--- config.mk ---
export PLATFORM = sky130hd
export DESIGN_NAME = hled_status_led
export DESIGN_NICKNAME = d
export VERILOG_FILES = /design/src/hdl/hled_pkg.sv /design/src/hdl/hled_status_led.sv /design/src/hdl/hled_sync.sv /design/src/hdl/hled_tick.sv
export SDC_FILE = /design/constraint.sdc
export NUM_CORES = 1
export LEC_CHECK = 0
export BUFFER_PORTS_ARGS = -buffer_cell sky130_fd_sc_hd__clkbuf_2
export CORE_ASPECT_RATIO = 1.75
export CORE_MARGIN = 4
export CORE_UTILIZATION = 40
export CTS_CLUSTER_DIAMETER = 40
export DETAILED_ROUTE_END_ITERATION = 6
export SETUP_SLACK_MARGIN = 0.5
export SYNTH_ARGS = -nofsm -noshare
export SYNTH_HDL_FRONTEND = slang
export SYNTH_HIERARCHICAL = 1
export SYNTH_SLANG_ARGS = --single-unit
--- constraint.sdc ---
create_clock -name clk -period 2.12 [get_ports clk]
set_input_delay 0.106 -clock clk [delete_from_list [all_inputs] [get_ports clk]]
set_output_delay 0.106 -clock clk [all_outputs]
set_load 0.02 [all_outputs]
--- src/hdl/hled_pkg.sv ---
// Purpose: shared constants and carrier types for the module status indicators
// Assumes: 25 MHz system clock
// Notes:   all times are held in their own unit and turned into counts here

package hled_pkg;

	// clock and time base
	localparam int HLED_CLK_NS     = 40;
	localparam int HLED_MS_NS      = 1000000;
	localparam int HLED_MS_CYCLES  = HLED_MS_NS / HLED_CLK_NS;

	// retries after the first attempt before a channel is declared silent
	localparam int HLED_HART_RETRIES = 2;

	// field power watch: converter strobe must change within this many ms
	localparam logic [7:0] HLED_EOC_LOSS_MS = 8'h64;

	// communication indicator stays lit this many ms after the last access
	localparam logic [13:0] HLED_COMM_ACT_MS = 14'h0032;

	// saturating limit of the idle counters
	localparam logic [13:0] HLED_IDLE_MAX = 14'h3FFF;
	localparam logic [7:0]  HLED_EOC_MAX  = 8'hFF;

	// controller timeout periods in ms, indexed by the 3-bit select
	// 0:16 s 1:4 s 2:2 s 3:1 s 4:500 ms 5:250 ms 6:125 ms 7:62 ms
	localparam logic [7:0][13:0] HLED_TMO_MS = {
		14'h003E, 14'h007D, 14'h00FA, 14'h01F4,
		14'h03E8, 14'h07D0, 14'h0FA0, 14'h3E80
	};

	// channel bank values: nothing shown, inversion mask, single lit channel
	localparam logic [7:0] HLED_CHAN_OFF = 8'h00;
	localparam logic [7:0] HLED_CHAN_INV = 8'hFF;
	localparam logic [7:0] HLED_CHAN_ONE = 8'h01;

	// HART activity sequencer states
	typedef enum logic [2:0] {
		HS_IDLE = 3'b001,
		HS_BUSY = 3'b010,
		HS_FAIL = 3'b100
	} hled_hstate_t;

	// self-test results, level, high means failed
	typedef struct packed {
		logic progMem;
		logic paramMem;
		logic ramDiag;
	} hled_fault_t;

	// HART engine events, one-cycle pulses except chan
	typedef struct packed {
		logic       send;
		logic       replyOk;
		logic       noReply;
		logic [2:0] chan;
	} hled_hart_t;

	// indicator drive, high lights the lamp
	typedef struct packed {
		logic       power;
		logic       comm;
		logic       extErr;
		logic       intErr;
		logic [7:0] chan;
	} hled_led_t;

endpackage

--- src/hdl/hled_status_led.sv ---
// Purpose: front-panel indicators of an eight-channel HART current output module
// Assumes: pins powerGood and eocStrobe are asynchronous; all other inputs are on clk
// Notes:   every indicator output is a flip-flop; times count in ms enable ticks
//
// Function
// [RL1] green power lamp follows the 5 V logic supply good signal
// [RL2] green comm lamp lit while controller traffic is active, dark after
// [RL3] red external lamp lights when converter strobe stops toggling
// [RL4] red internal lamp lights for any internal fault, not field power
// [RL5] controller force-error bit lights the internal lamp
// [RL6] loss of controller communication lights the internal lamp
// [RL7] program memory, parameter memory or RAM test failure lights internal lamp
// [RL8] channel bank shows HART activity only once the module is configured
// [RL9] HART send lights that channel alone, other seven dark
// [RL10] valid reply darkens the channel, one blink per good exchange
// [RL11] no reply after all retries inverts the bank with all ones
// [RL12] force-error is configuration bit 1; writing one enters error state
// [RL13] per-channel enables mark HART devices; disabled channels show nothing, but the inverted bank of [RL11] lights them too
// [RL14] comm timeout selectable, code zero is 16 s default after power-up
// [RL15] retry count is a parameter; inverted bank holds until next send

`timescale 1ns/1ps
`default_nettype none

module hled_status_led
	import hled_pkg::*;
#(
	parameter int MS_CYCLES    = HLED_MS_CYCLES,
	parameter int HART_RETRIES = HLED_HART_RETRIES
) (
	input  wire logic        clk,
	input  wire logic        rst,
	input  wire logic        powerGood,
	input  wire logic        eocStrobe,
	input  wire logic        hostAccess,
	input  wire logic        configured,
	input  wire logic        forceError,
	input  wire logic [2:0]  timeoutSel,
	input  wire logic [7:0]  hartEnable,
	input  wire hled_fault_t fault,
	input  wire hled_hart_t  hart,
	output var  hled_led_t   led,
	output var  logic        commLost,
	output var  logic        fieldFail
);

	// synchronised pins
	logic [1:0] pinSync;
	wire        pwrOk   = pinSync[0];
	wire        eocLvl  = pinSync[1];

	hled_sync #(
		.W (2)
	) u_sync (
		.clk  (clk),
		.rst  (rst),
		.din  ({eocStrobe, powerGood}),
		.dout (pinSync)
	);

	// millisecond time base
	logic msTick;

	hled_tick #(
		.DIV (MS_CYCLES)
	) u_tick (
		.clk  (clk),
		.rst  (rst),
		.tick (msTick)
	);

	// controller idle time, cleared by each access
	logic [13:0] idleMs;
	wire  [13:0] tmoLimit = HLED_TMO_MS[timeoutSel];  // [RL14]
	wire         idleSat  = (idleMs == HLED_IDLE_MAX);
	wire         tmoHit   = (idleMs >= tmoLimit);
	wire         commBusy = hostAccess || (idleMs < HLED_COMM_ACT_MS);

	always_ff @(posedge clk or posedge rst) begin
		if (rst) begin
			idleMs <= '0;
		end else if (hostAccess) begin
			idleMs <= '0;
		end else if (msTick && !idleSat) begin
			idleMs <= idleMs + 14'h0001;
		end
	end

	// converter strobe watch: any change restarts the idle count
	logic       eocPrev;
	logic [7:0] eocIdleMs;
	wire        eocEdge = eocLvl ^ eocPrev;
	wire        eocSat  = (eocIdleMs == HLED_EOC_MAX);
	wire        eocLost = (eocIdleMs >= HLED_EOC_LOSS_MS);

	always_ff @(posedge clk or posedge rst) begin
		if (rst) begin
			eocPrev   <= 1'b0;
			eocIdleMs <= '0;
		end else begin
			eocPrev <= eocLvl;
			if (eocEdge) begin
				eocIdleMs <= '0;
			end else if (msTick && !eocSat) begin
				eocIdleMs <= eocIdleMs + 8'h01;
			end
		end
	end

	// internal fault summary; field power is left out on purpose
	wire memFail  = fault.progMem | fault.paramMem | fault.ramDiag;  // [RL7]
	wire intFault = forceError | commLost | memFail;                 // [RL4] [RL5] [RL12]

	// HART activity sequencer
	hled_hstate_t hState;
	hled_hstate_t next_hState;
	logic [3:0]   attempts;
	logic [3:0]   next_attempts;
	logic [7:0]   next_chan;

	wire [7:0] chanMask = HLED_CHAN_ONE << hart.chan;
	wire       sendOk   = hart.send && hartEnable[hart.chan];  // [RL13]
	wire       lastTry  = (attempts == 4'(HART_RETRIES));      // [RL15]

	always_comb begin
		next_hState   = hState;
		next_attempts = attempts;
		next_chan     = led.chan;
		if (!configured) begin
			next_hState   = HS_IDLE;                // [RL8]
			next_attempts = '0;
			next_chan     = HLED_CHAN_OFF;
		end else if (sendOk) begin
			next_hState   = HS_BUSY;
			next_attempts = '0;
			next_chan     = chanMask;               // [RL9] [RL15]
		end else begin
			case (hState)
				HS_IDLE: begin
					next_chan = HLED_CHAN_OFF;
				end
				HS_BUSY: begin
					if (hart.replyOk) begin
						next_hState = HS_IDLE;
						next_chan   = HLED_CHAN_OFF;      // [RL10]
					end else if (hart.noReply && lastTry) begin
						next_hState = HS_FAIL;
						next_chan   = led.chan ^ HLED_CHAN_INV;  // [RL11]
					end else if (hart.noReply) begin
						next_attempts = attempts + 4'h1;
					end
				end
				HS_FAIL: begin
					next_chan = led.chan;               // [RL15]
				end
				default: begin
					next_hState   = HS_IDLE;
					next_attempts = '0;
					next_chan     = HLED_CHAN_OFF;
				end
			endcase
		end
	end

	// sequencer state, status flags and all lamps; one process so the lamp struct has one driver
	always_ff @(posedge clk or posedge rst) begin
		if (rst) begin
			hState     <= HS_IDLE;
			attempts   <= '0;
			commLost   <= 1'b0;
			fieldFail  <= 1'b0;
			led.power  <= 1'b0;
			led.comm   <= 1'b0;
			led.extErr <= 1'b0;
			led.intErr <= 1'b0;
			led.chan   <= HLED_CHAN_OFF;
		end else begin
			hState     <= next_hState;
			attempts   <= next_attempts;
			commLost   <= tmoHit && !hostAccess;  // [RL6] [RL14]
			fieldFail  <= eocLost && !eocEdge;    // [RL3]
			led.power  <= pwrOk;                  // [RL1]
			led.comm   <= commBusy;               // [RL2]
			led.extErr <= fieldFail;              // [RL3]
			led.intErr <= intFault;               // [RL4] [RL6]
			led.chan   <= next_chan;              // [RL8] [RL9]
		end
	end
endmodule

`default_nettype wire

--- src/hdl/hled_sync.sv ---
// Purpose: three-stage synchroniser for pin inputs
// Assumes: inputs are asynchronous to clk
// Notes:   output changes only once stages two and three agree

`timescale 1ns/1ps
`default_nettype none

module hled_sync
	import hled_pkg::*;
#(
	parameter int W = 2
) (
	input  wire logic         clk,
	input  wire logic         rst,
	input  wire logic [W-1:0] din,
	output var  logic [W-1:0] dout
);

	logic [W-1:0] stage1;
	logic [W-1:0] stage2;
	logic [W-1:0] stage3;

	// stage1 feeds stage2 only
	always_ff @(posedge clk or posedge rst) begin
		if (rst) begin
			stage1 <= '0;
			stage2 <= '0;
			stage3 <= '0;
		end else begin
			stage1 <= din;
			stage2 <= stage1;
			stage3 <= stage2;
		end
	end

	// accept a bit once the last two stages agree
	genvar i;
	generate
		for (i = 0; i < W; i++) begin : g_bit
			always_ff @(posedge clk or posedge rst) begin
				if (rst) begin
					dout[i] <= 1'b0;
				end else if (stage2[i] == stage3[i]) begin
					dout[i] <= stage3[i];
				end
			end
		end
	endgenerate

endmodule

`default_nettype wire

--- src/hdl/hled_tick.sv ---
// Purpose: millisecond enable pulse from the system clock
// Assumes: DIV of two or more
// Notes:   tick is high for one clk cycle every DIV cycles

`timescale 1ns/1ps
`default_nettype none

module hled_tick
	import hled_pkg::*;
#(
	parameter int DIV = HLED_MS_CYCLES
) (
	input  wire logic clk,
	input  wire logic rst,
	output var  logic tick
);

	logic [24:0] count;
	wire         wrap = (count == 25'(DIV - 1));

	// free-running divider
	always_ff @(posedge clk or posedge rst) begin
		if (rst) begin
			count <= '0;
			tick  <= 1'b0;
		end else begin
			count <= wrap ? '0 : count + 25'h0000001;
			tick  <= wrap;
		end
	end

endmodule

`default_nettype wire

# Yosys cells after proc, flatten, opt, wreduce, memory -nomap -nowiden
# Memory sizes are Yosys's and may differ from the RTL's.
# Cells that the tools add are included.
[word_totals] ff_bits=78 romBits=112 in_bits=27 output_inout_bits=14 elab_cells=92 n_memories=1
[classes] n_addsub=4 n_lt_le_gt_ge=5 n_eq_ne=15 shift=1 muxes=24 n_bitwise=6 n_reduce_logical=17
[memory_table] memory="(no name shown)" depth=8 word_bits=14 read_ports=1 rd_ports_with_merged_regs=0 wr=0 line_no="hled_status_led.sv:74" rtl="wire [13:0] tmoLimit = HLED_TMO_MS[timeoutSel];"
[ops] cell="$mux W8" count=6
[ops] cell="$mux W14" count=3
[ops] cell="$add A25 B1 Y25 const B" count=1
[ops] cell="$eq A25 B15 Y1 const B" count=1
[ops] cell="$mux W25" count=1
[ops] cell="$mux W4" count=5
[ops] cell="$pmux W8 S2" count=1
[ops] cell="$add A14 B1 Y14 const B" count=1
[ops] cell="$eq A14 B14 Y1 const B" count=1
[ops] cell="$ge A14 B14 Y1" count=1
[ops] cell="$lt A14 B6 Y1 const B" count=1
[ops] cell="$mux W3" count=4
[ops] cell="$ne A4 B4 Y1 const B" count=3
[ops] cell="$add A8 B1 Y8 const B" count=1
[ops] cell="$eq A8 B8 Y1 const B" count=1
[ops] cell="$ge A8 B7 Y1 const B" count=1
[ops] cell="$lt A3 B4 Y1 const B" count=2
[ops] cell="$not A8 Y8" count=1
[ops] cell="$pmux W4 S2" count=1
[ops] cell="$shl A1 B3 Y8 const A" count=1
[ops] cell="$logic_and A1 B1 Y1" count=6
[ops] cell="$pmux W3 S2" count=1
[ops] cell="$ne A5 B5 Y1 const B" count=1
[ops] cell="$add A4 B1 Y4 const B" count=1
[ops] cell="17 further kinds" count=26

# Longest topological paths before layout
# Gate-level depths: netlist of run 1.
[logic_depth] depth_word=7 depth_mapped=8 ltp_nobuf=8

# Hierarchy
# The synthesis of run 1 kept the hierarchy.
[modules_own_cells] module="hled_status_led" n_inst=1 cells_each=300 area_each_um2=2748.9 seq_area_each_um2=1102.3
[modules_own_cells] module="hled_tick" n_inst=1 cells_each=119 area_each_um2=1273.7 seq_area_each_um2=650.6
[modules_own_cells] module="hled_sync" n_inst=1 cells_each=11 area_each_um2=226.5 seq_area_each_um2=200.2

# Least setup slack after synthesis of run 1
# OpenSTA, ideal clock, no wires.
[synth_timing] path_kind="input to register" from="in timeoutSel[1]" to="reg commLost" setup_time_ns=0.137 arrival_ns=1.640 required_ns=1.983 setup_slack_ns=0.343 cell_stages=8 n_path_buf=0 cell_sequence="or2_2 nor2b_1 ha_1 a21o_1 a211oi_1 nor3_1 a2111oi_0 nor3_1"
[synth_between] elab_chain_len=4
[synth_rtl] element="start, declared" line_no="hled_status_led.sv:38" rtl="input wire logic [2:0] timeoutSel,"
[synth_rtl] element="$mem_v2 Z8 W14"
[synth_rtl] element="$mux W14 (implied by the code)" line_no="hled_status_led.sv:74"
[synth_rtl] element="$ge A14 B14 Y1" line_no="hled_status_led.sv:76" rtl="wire tmoHit = (idleMs >= tmoLimit);"
[synth_rtl] element="$logic_and A1 B1 Y1" line_no="hled_status_led.sv:180" rtl="commLost <= tmoHit && !hostAccess;"
[synth_rtl] element="end signal, assigned" line_no="hled_status_led.sv:180"
[synth_rtl] element="end, declared" line_no="hled_status_led.sv:43" rtl="output var logic commLost,"
# No other way between the ends. The select of a mux whose other input is x is not followed.
# A chain may end at the register's enable or synchronous reset.

# Worst setup path after layout of run 1
[layout_timing] from="reg attempts[0]" to="reg attempts[2]"
[layout_between] elab_chain_len=7 elab_cells_between_ends=11 cone_classes="1 x add/sub; 2 x eq/ne; 6 x mux; 2 x reduce/logical"
[layout_rtl] element="start, declared" line_no="hled_status_led.sv:117" rtl="logic [3:0] attempts;"
[layout_rtl] element="start signal, assigned" line_no="hled_status_led.sv:179" rtl="attempts <= next_attempts;"
[layout_rtl] element="$add A4 B1 Y4" line_no="hled_status_led.sv:150" rtl="next_attempts = attempts + 4'h1;"
[layout_rtl] element="$mux W4" line_no="hled_status_led.sv:149" rtl="end else if (hart.noReply) begin"
[layout_rtl] element="$mux W4" line_no="hled_status_led.sv:146" rtl="end else if (hart.noReply && lastTry) begin"
[layout_rtl] element="$mux W4" line_no="hled_status_led.sv:143" rtl="if (hart.replyOk) begin"
[layout_rtl] element="$pmux W4 S2" line_no="hled_status_led.sv:138" rtl="case (hState)"
[layout_rtl] element="$mux W4" line_no="hled_status_led.sv:133" rtl="end else if (sendOk) begin"
[layout_rtl] element="$mux W4" line_no="hled_status_led.sv:129" rtl="if (!configured) begin"
# Several ways; a longest one is shown, not always the timed one. The select of a mux whose other input is x is not followed.

==> impl_metrics.ini, run 1 <==
[floorplanning]
start_util_pct = 41.01
io_pins = 41
rows = 49
die_area_um2 = 12400
die-height_um = 144.3
core_area_um2 = 10360
fp.dieW_um = 85.91

[sta]
holdWs_ns = 0.07009
slew_viol_final = 0
rsz0062_at_grt = yes
finalSetupViolCount = 0
tightestPinTransition_ns = 0.6484
clock.fmax_mhz = 609.0
finalCritPeriodShare_pct = 77.45
relSlewSlack_pct = 56.68
finalHoldViolCount = 0
fin_tns_setup_ns = 0
fin_crit_ns = 1.642
finClkSkew_ns = 0.005999

[synthesis]
avgSynthCellArea_um2 = 9.882
synthFlopType = dfrtp_1
synth-edff-count = 0
synth_top_area_cell = dfrtp_1
synth_cells = 430
syn_nets = 477
synth_seq_cells = 78
synth.distinct_cells = 57
synth.top_cell.area_share_pct = 45.35
yosysWarnings = 6
syn-cell-area_um2 = 4249
synth_async_sr_flop_share_pct = 100.0
synthTopCellsByArea = dfrtp_1, ha_1, xor2_1
ys_seq_area_share_pct = 45.97

[worst_setup_path]
cp-end-kind = flop
critPathBufInv = 1
worstSetupStartpointType = flop
critPathSlowestCell = or3b_4
cp_max_fo = 3
crit_type = flop to flop
cp.required_ns = 2.39
crit_family = compound AO/OA/AOI/OAI gates
cp.arrival_ns = 1.91
crit_chain = inv_1 -> ha_2 -> or3b_4 -> a31oi_1 -> o21ai_1 -> a21o_1 -> a21oi_2
slowest_delay_ns = 0.40

[global_routing]
grt_pass1_wl_mm = 15.92
antenna_found_initial = 0
grt_start_max_net_pins = 45
grt_pass1_vias = 3467
grt_usage_pct = 15.92
grt-ovfl-total = 0

[cells_and_area]
fin_nets = 548
postLayoutCoreUtil_pct = 52.98
area.sequential_um2 = 1976
multiInputGateArea_um2 = 2510
drive_above_1_share_pct = 33.00
final_cell_mix = dfrtp_1, nor2_1, clkbuf_2
area_growth_pct = 29.18
layout_commonest_cell = dfrtp_1
fillCellCount = 940
antenna_cells = 0

[pwr]
peakVddDrop_v = 0.0004327
p_leak_nw = 2.360
power_density_nw_per_um2 = 606.7

[routing]
wl_per_cell_um = 15.49
drc_errors = 0
firstDrtPassIters = 4
drt_iter0_markers = 148
routed-via-count = 3511
antenna_left = 0
vias_per_cell = 5.547
wl_mm = 9.804

[place]
gp_congestion = 0.8521
dpl.hpwl_mm = 6.775
portBuffers = 40

[clock_tree]
path_clk_slew_ns = 0.06
htree_levels = 3
clk_path_buf_depth = 2
root_buffer = clkbuf_16
cts_tree = built
clock_sinks = 78
clk_latency_ns = 0.34
cts_buffers = 9

[flow_run]
drv_cap = 0

[worst_hold_path]
hp-class = input pin to flop

[outcome]
status = finished, final reports clean
## worst register-to-register path, stage by stage, from the launching register on
cell and delay [ns]:
dfrtp_1 0.38, inv_1 0.06, ha_2 0.17, or3b_4 0.40
a31oi_1 0.21, o21ai_1 0.08, a21o_1 0.17, a21oi_2 0.10
## routing by layer
layer	vias up	share of wire, %	track usage (%)
met5	-	0	0
met2	58	55	29.77
li1	1696	-	-
met4	0	2.7	6.756
met3	23	3.0	3.421
met1	1734	39	16.92
## power by group
group	total (mW)	internal [mW]	switching, mW
logic	0.228	0.0893	0.138
registers	1.52	1.51	0.0148
clock network	1.58	0.928	0.653
total	3.33	2.52	0.806
## cells in the mapped netlist (2+ instances only)
cell / count
xnor2_1: 14
nand2b_1: 4
nand4_2: 2
ha_1: 20
and2_1: 5
nor3_2: 2
and4_1: 2
maj3_2: 2
nor4_1: 11
and4b_1: 2
a21o_1: 2
mux4_2: 2
and3_1: 4
o21ai_0: 9
inv_1: 16
nand4_1: 18
o2111ai_1: 9
clkbuf_1: 9
mux2i_1: 2
a21oi_1: 14
o41ai_1: 5
xor2_1: 23
nor2b_1: 6
o21ai_1: 9
a31oi_1: 6
nand3b_1: 3
o21a_1: 2
or3_1: 4
buf_6: 3
nor2_1: 48
nand3_1: 22
nor4_4: 2
nor3_1: 9
nand2_1: 39
o211ai_1: 2
dfrtp_1: 77
## final timing paths
kind,start,slack [ns],end,cells after the start
setup reg to reg,attempts[0],0.48,attempts[2],7
max in group asynchronous,rst,1.24,idleMs[10],4
setup / recovery,attempts[0],0.48,attempts[2],7
min in group asynchronous,rst,0.26,u_sync/dout[1],3
hold reg to reg,u_sync/stage1[1],0.35,u_sync/stage2[1],0
hold / removal,hart[1],0.07,led[4],2
## cells by family after synthesis
logic type,synth area share [%]
buf+inv,3.121
fa+ha+maj,6.419
mux,2.149
xor+xnor,7.627
simple gates,24.21
compound gates,10.51
flops,45.97
## metrics by stage
| step | cell area [um^2] | cells | worst slack [ns] | power [mW] |
|---|---|---|---|---|
| after floorplan | 4265 | 430 | 0.5003 | 1.674 |
| after global placement | 4604 | 591 | 0.3096 | 1.739 |
| after detailed placement | 4604 | 591 | 0.2147 | 1.744 |
| after CTS | 5139 | 622 | 0.4484 | 3.357 |
| after global routing | 5489 | 633 | 0.4005 | 3.465 |
| final | 5489 | 633 | 0.4780 | 3.330 |
## timing repair
item / in CTS / in global routing
gates resized for setup: 27 / 56
buffers inserted: 6 / 10
endpoints found under the hold margin: 82 / 0
pin swaps: 5 / 15
endpoints found under the setup margin: 38 / 41
hold buffers: 9 / 0
cloned: 0 / 1
## flip-flops by register name, indices dropped and copies added, names as in the netlist, 2 cells and up
signal	cells
u_tick/count	25
idleMs	14
led	12
eocIdleMs	8
attempts	4
hState	3
u_sync/dout	2
u_sync/stage1	2
u_sync/stage2	2
u_sync/stage3	2
## final cells by class
cell class                 instances  share of cell area (%)
timing repair buffer              73                   8.708
inverter                          16                   1.094
multi-input combinational        323                   45.73
tap                              127                   2.895
clock inverter                     7                   1.482
sequential                        78                   35.99
clock buffer                       9                   4.103
No activity file was read; power rests on OpenSTA's default activity.
==> run 2: changes to the inputs <==
--- a/config.mk
+++ b/config.mk
@@ -5,6 +5,7 @@
 export SDC_FILE = /design/constraint.sdc
 export NUM_CORES = 1
 export LEC_CHECK = 0
+export ABC_AREA = 1
 export BUFFER_PORTS_ARGS = -buffer_cell sky130_fd_sc_hd__clkbuf_2
 export CORE_ASPECT_RATIO = 1.75
 export CORE_MARGIN = 4
==> constraint.sdc (replaced) <==
create_clock -name clk -period 1.5 [get_ports clk]
set_input_delay 0.075 -clock clk [delete_from_list [all_inputs] [get_ports clk]]
set_output_delay 0.075 -clock clk [all_outputs]
set_load 0.02 [all_outputs]
==> run 2 against run 1 <==
  * The flow now finishes with violations (setup timing)
  * Cell count grew 58%
  * Critical path depth up 5
  * Worst hold slack lost 0.028 ns
  * Final area up 36%
  * Worst setup slack lost 0.51 ns
  * Sequential power increased by 44%
  * Die area rose by 16%
  * Area after synthesis rose by 18%
  * Critical path type unchanged
  * Highest routed layer unchanged
==> impl_metrics.ini, run 2 <==
[outcome]
status = finished with violations
violations = setup timing

[worst_setup_path]
crit_family = simple AND/OR/NAND/NOR gates
crit_type = flop to flop
critPathSlowestCell = dfrtp_1
cp.required_ns = 1.74
cp-end-kind = flop
timing.rr.start = idleMs[1]
r2r-end = idleMs[12]
worstSetupStartpointType = flop
slowest_delay_ns = 0.38
cp.arrival_ns = 1.77
r2r_cells = 12
crit_cells = 12
ff2ff_setup_slack_ns = -0.03
crit_chain = ha_2 -> nand2_2 -> inv_2 -> nand2_2 -> nor2_4 -> nand3_4 -> nand2_8 -> inv_8 -> nand3_4 -> nand2_1 -> nand2_1 -> nor2_1
critPathBufInv = 2
cp_max_fo = 8

[place]
dp_slack_ns = -0.07096
portBuffers = 40
place_inst = 916
gp_congestion = 0.9233
placed_area_um2 = 5753
dpl.hpwl_mm = 9.494

[pwr]
p_leak_nw = 3.487
power_frac_seq_pct = 42.7
switching_share_pct = 27.05
power_mw = 5.128
peakVddDrop_v = 0.0005545
power_density_nw_per_um2 = 686.1
power_frac_comb_pct = 13.5
netSwitchingPower_mw = 1.387
clkPwrFrac_pct = 43.8
intPower_mw = 3.741

[routing]
wl_per_cell_um = 14.04
wl_mm = 14.02
drt_iter0_markers = 148
firstDrtPassIters = 5
drc_errors = 0
vias_per_cell = 5.065
antenna_left = 0
routed-via-count = 5060

[floorplanning]
die-height_um = 156.0
start_util_pct = 41.23
io_pins = 41
core_area_um2 = 12140
fp.dieW_um = 92.55
die_area_um2 = 14430
rows = 53

[worst_hold_path]
hp-class = input pin to flop
hp-start = hostAccess
holdPathStages = 4
hold_end = idleMs[11]

[sta]
finClkSkew_ns = 0.008723
clock.fmax_mhz = 651.9
relSlewSlack_pct = 64.81
fin_crit_ns = 1.534
rsz0062_at_grt = yes
holdWs_ns = 0.04230
tightestPinTransition_ns = 0.5273
setup_ws_ns = -0.03397
finalHoldViolCount = 0
slew_viol_final = 0
fin_tns_setup_ns = -0.06563
finalSetupViolCount = 6
finalCritPeriodShare_pct = 102.3

[clock_tree]
clk_path_buf_depth = 2
root_buffer = clkbuf_16
htree_levels = 3
clock_sinks = 78
cts_buffers = 9
clk_latency_ns = 0.34
path_clk_slew_ns = 0.07
cts_tree = built

[cells_and_area]
top_regs = u_tick/count x25, idleMs x14, led x12
antenna_cells = 0
layout_commonest_cell = nand2_1
fillCellCount = 1022
postLayoutCellArea_um2 = 7473
final_cell_mix = nand2_1, nor2_1, inv_1
fin_nets = 876
largest_reg_flops = 25
largest_register = u_tick/count
area.sequential_um2 = 1973
multiInputGateArea_um2 = 3506
drive_above_1_share_pct = 41.73
instances_no_fill = 999
area_growth_pct = 49.36
postLayoutCoreUtil_pct = 61.58

[synthesis]
synth_async_sr_flop_share_pct = 100.0
synth_commonest_cells = nand2_1, nor2_1, inv_1
synth_seq_cells = 78
synth_top_area_cell = dfrtp_1
synth_cells = 692
syn-cell-area_um2 = 5004
avgSynthCellArea_um2 = 7.231
yosysWarnings = 6
synth_most_common_cell = nand2_1
synthFlopType = dfrtp_1
synth.top_cell.area_share_pct = 38.51
synth.distinct_cells = 39
synth-edff-count = 0
syn_nets = 739
ys_seq_area_share_pct = 39.03
synthTopCellsByArea = dfrtp_1, nand2_1, nor2_1

[global_routing]
grt_pass1_vias = 5154
grt-ovfl-total = 0
grt_pass1_wl_mm = 22.67
grt_start_max_net_pins = 45
grt_usage_pct = 19.32
antenna_found_initial = 0

[flow_run]
drv_cap = 0
[run 2: changes by cell type in the layout (fill, tap and decap cells not counted), sizes merged, moves of 5 or more]
| cell | delta |
|---|---|
| nand2 | +162 |
| o2111ai | -9 |
| inv | +75 |
| o21ai | +10 |
| nor2 | +65 |
| nor4 | -12 |
| nand3 | +54 |
| nor2b | -6 |
| xor2 | -6 |
| a21oi | +5 |
| nand4 | -9 |
| xnor2 | -12 |
| buf | +63 |
| and2 | -5 |
[run 2: worst max path at each step]
stage	from	end	slack [ns]
2_1_floorplan	idleMs[0]	idleMs[12]	0.05
3_3_place_gp	eocIdleMs[1]	eocIdleMs[6]	-0.05
3_5_place_dp	eocIdleMs[1]	eocIdleMs[6]	-0.07
4_1_cts	idleMs[1]	idleMs[12]	-0.07
5_1_grt	idleMs[12]	commLost	-0.14
6_report	idleMs[1]	idleMs[12]	-0.03
[run 2: cell type report]
class	instances	area share, %
inverters	94	5.207
clock buffers	9	3.014
multi-input cells	513	46.91
clock inverters	7	1.055
well taps	165	2.762
repair buffers	133	14.65
flip-flops and latches	78	26.40
[run 2: cell families after synthesis]
group,after synthesis,share of synthesized area (%)
flip-flops,78,39.03
AND/OR/NAND/NOR,421,38.48
adder cells (fa/ha/maj),20,5.001
buffers and inverters,101,8.427
XOR/XNOR,19,3.326
AO/OA/AOI/OAI,53,5.727
[run 2: worst min-delay path: cells and delay by family]
kind	cells	cell delay (ns)
AO/OA/AOI/OAI	1	0.04
buffers and inverters	1	0.11
AND/OR/NAND/NOR	2	0.12
[run 2: timing repair]
action / in CTS / in global routing
pin swaps: 70 / 45
gates resized for setup: 113 / 106
endpoints found under the setup margin: 66 / 74
setup buffers: 35 / 23
hold buffers: 8 / 0
endpoints found under the hold margin: 81 / 0
gates cloned: 1 / 0
[run 2: power by group through the flow]
| stage | Clock [mW] | Sequential, mW | Combinational (mW) |
|---|---|---|---|
| 2_1_floorplan | 0 | 2.23 | 0.331 |
| 5_1_grt | 2.40 | 2.19 | 0.765 |
| 3_5_place_dp | 0 | 2.22 | 0.506 |
| 4_1_cts | 2.31 | 2.19 | 0.611 |
| 3_3_place_gp | 0 | 2.22 | 0.494 |
| 6_report | 2.25 | 2.19 | 0.693 |
[run 2: layer usage]
layer,global-route usage [%],wire (um),vias to the layer above
met4,10.21,623,0
met1,19.50,5073,2395
met5,0,0,-
li1,-,-,2478
met2,37.43,7823,133
met3,2.703,500,54
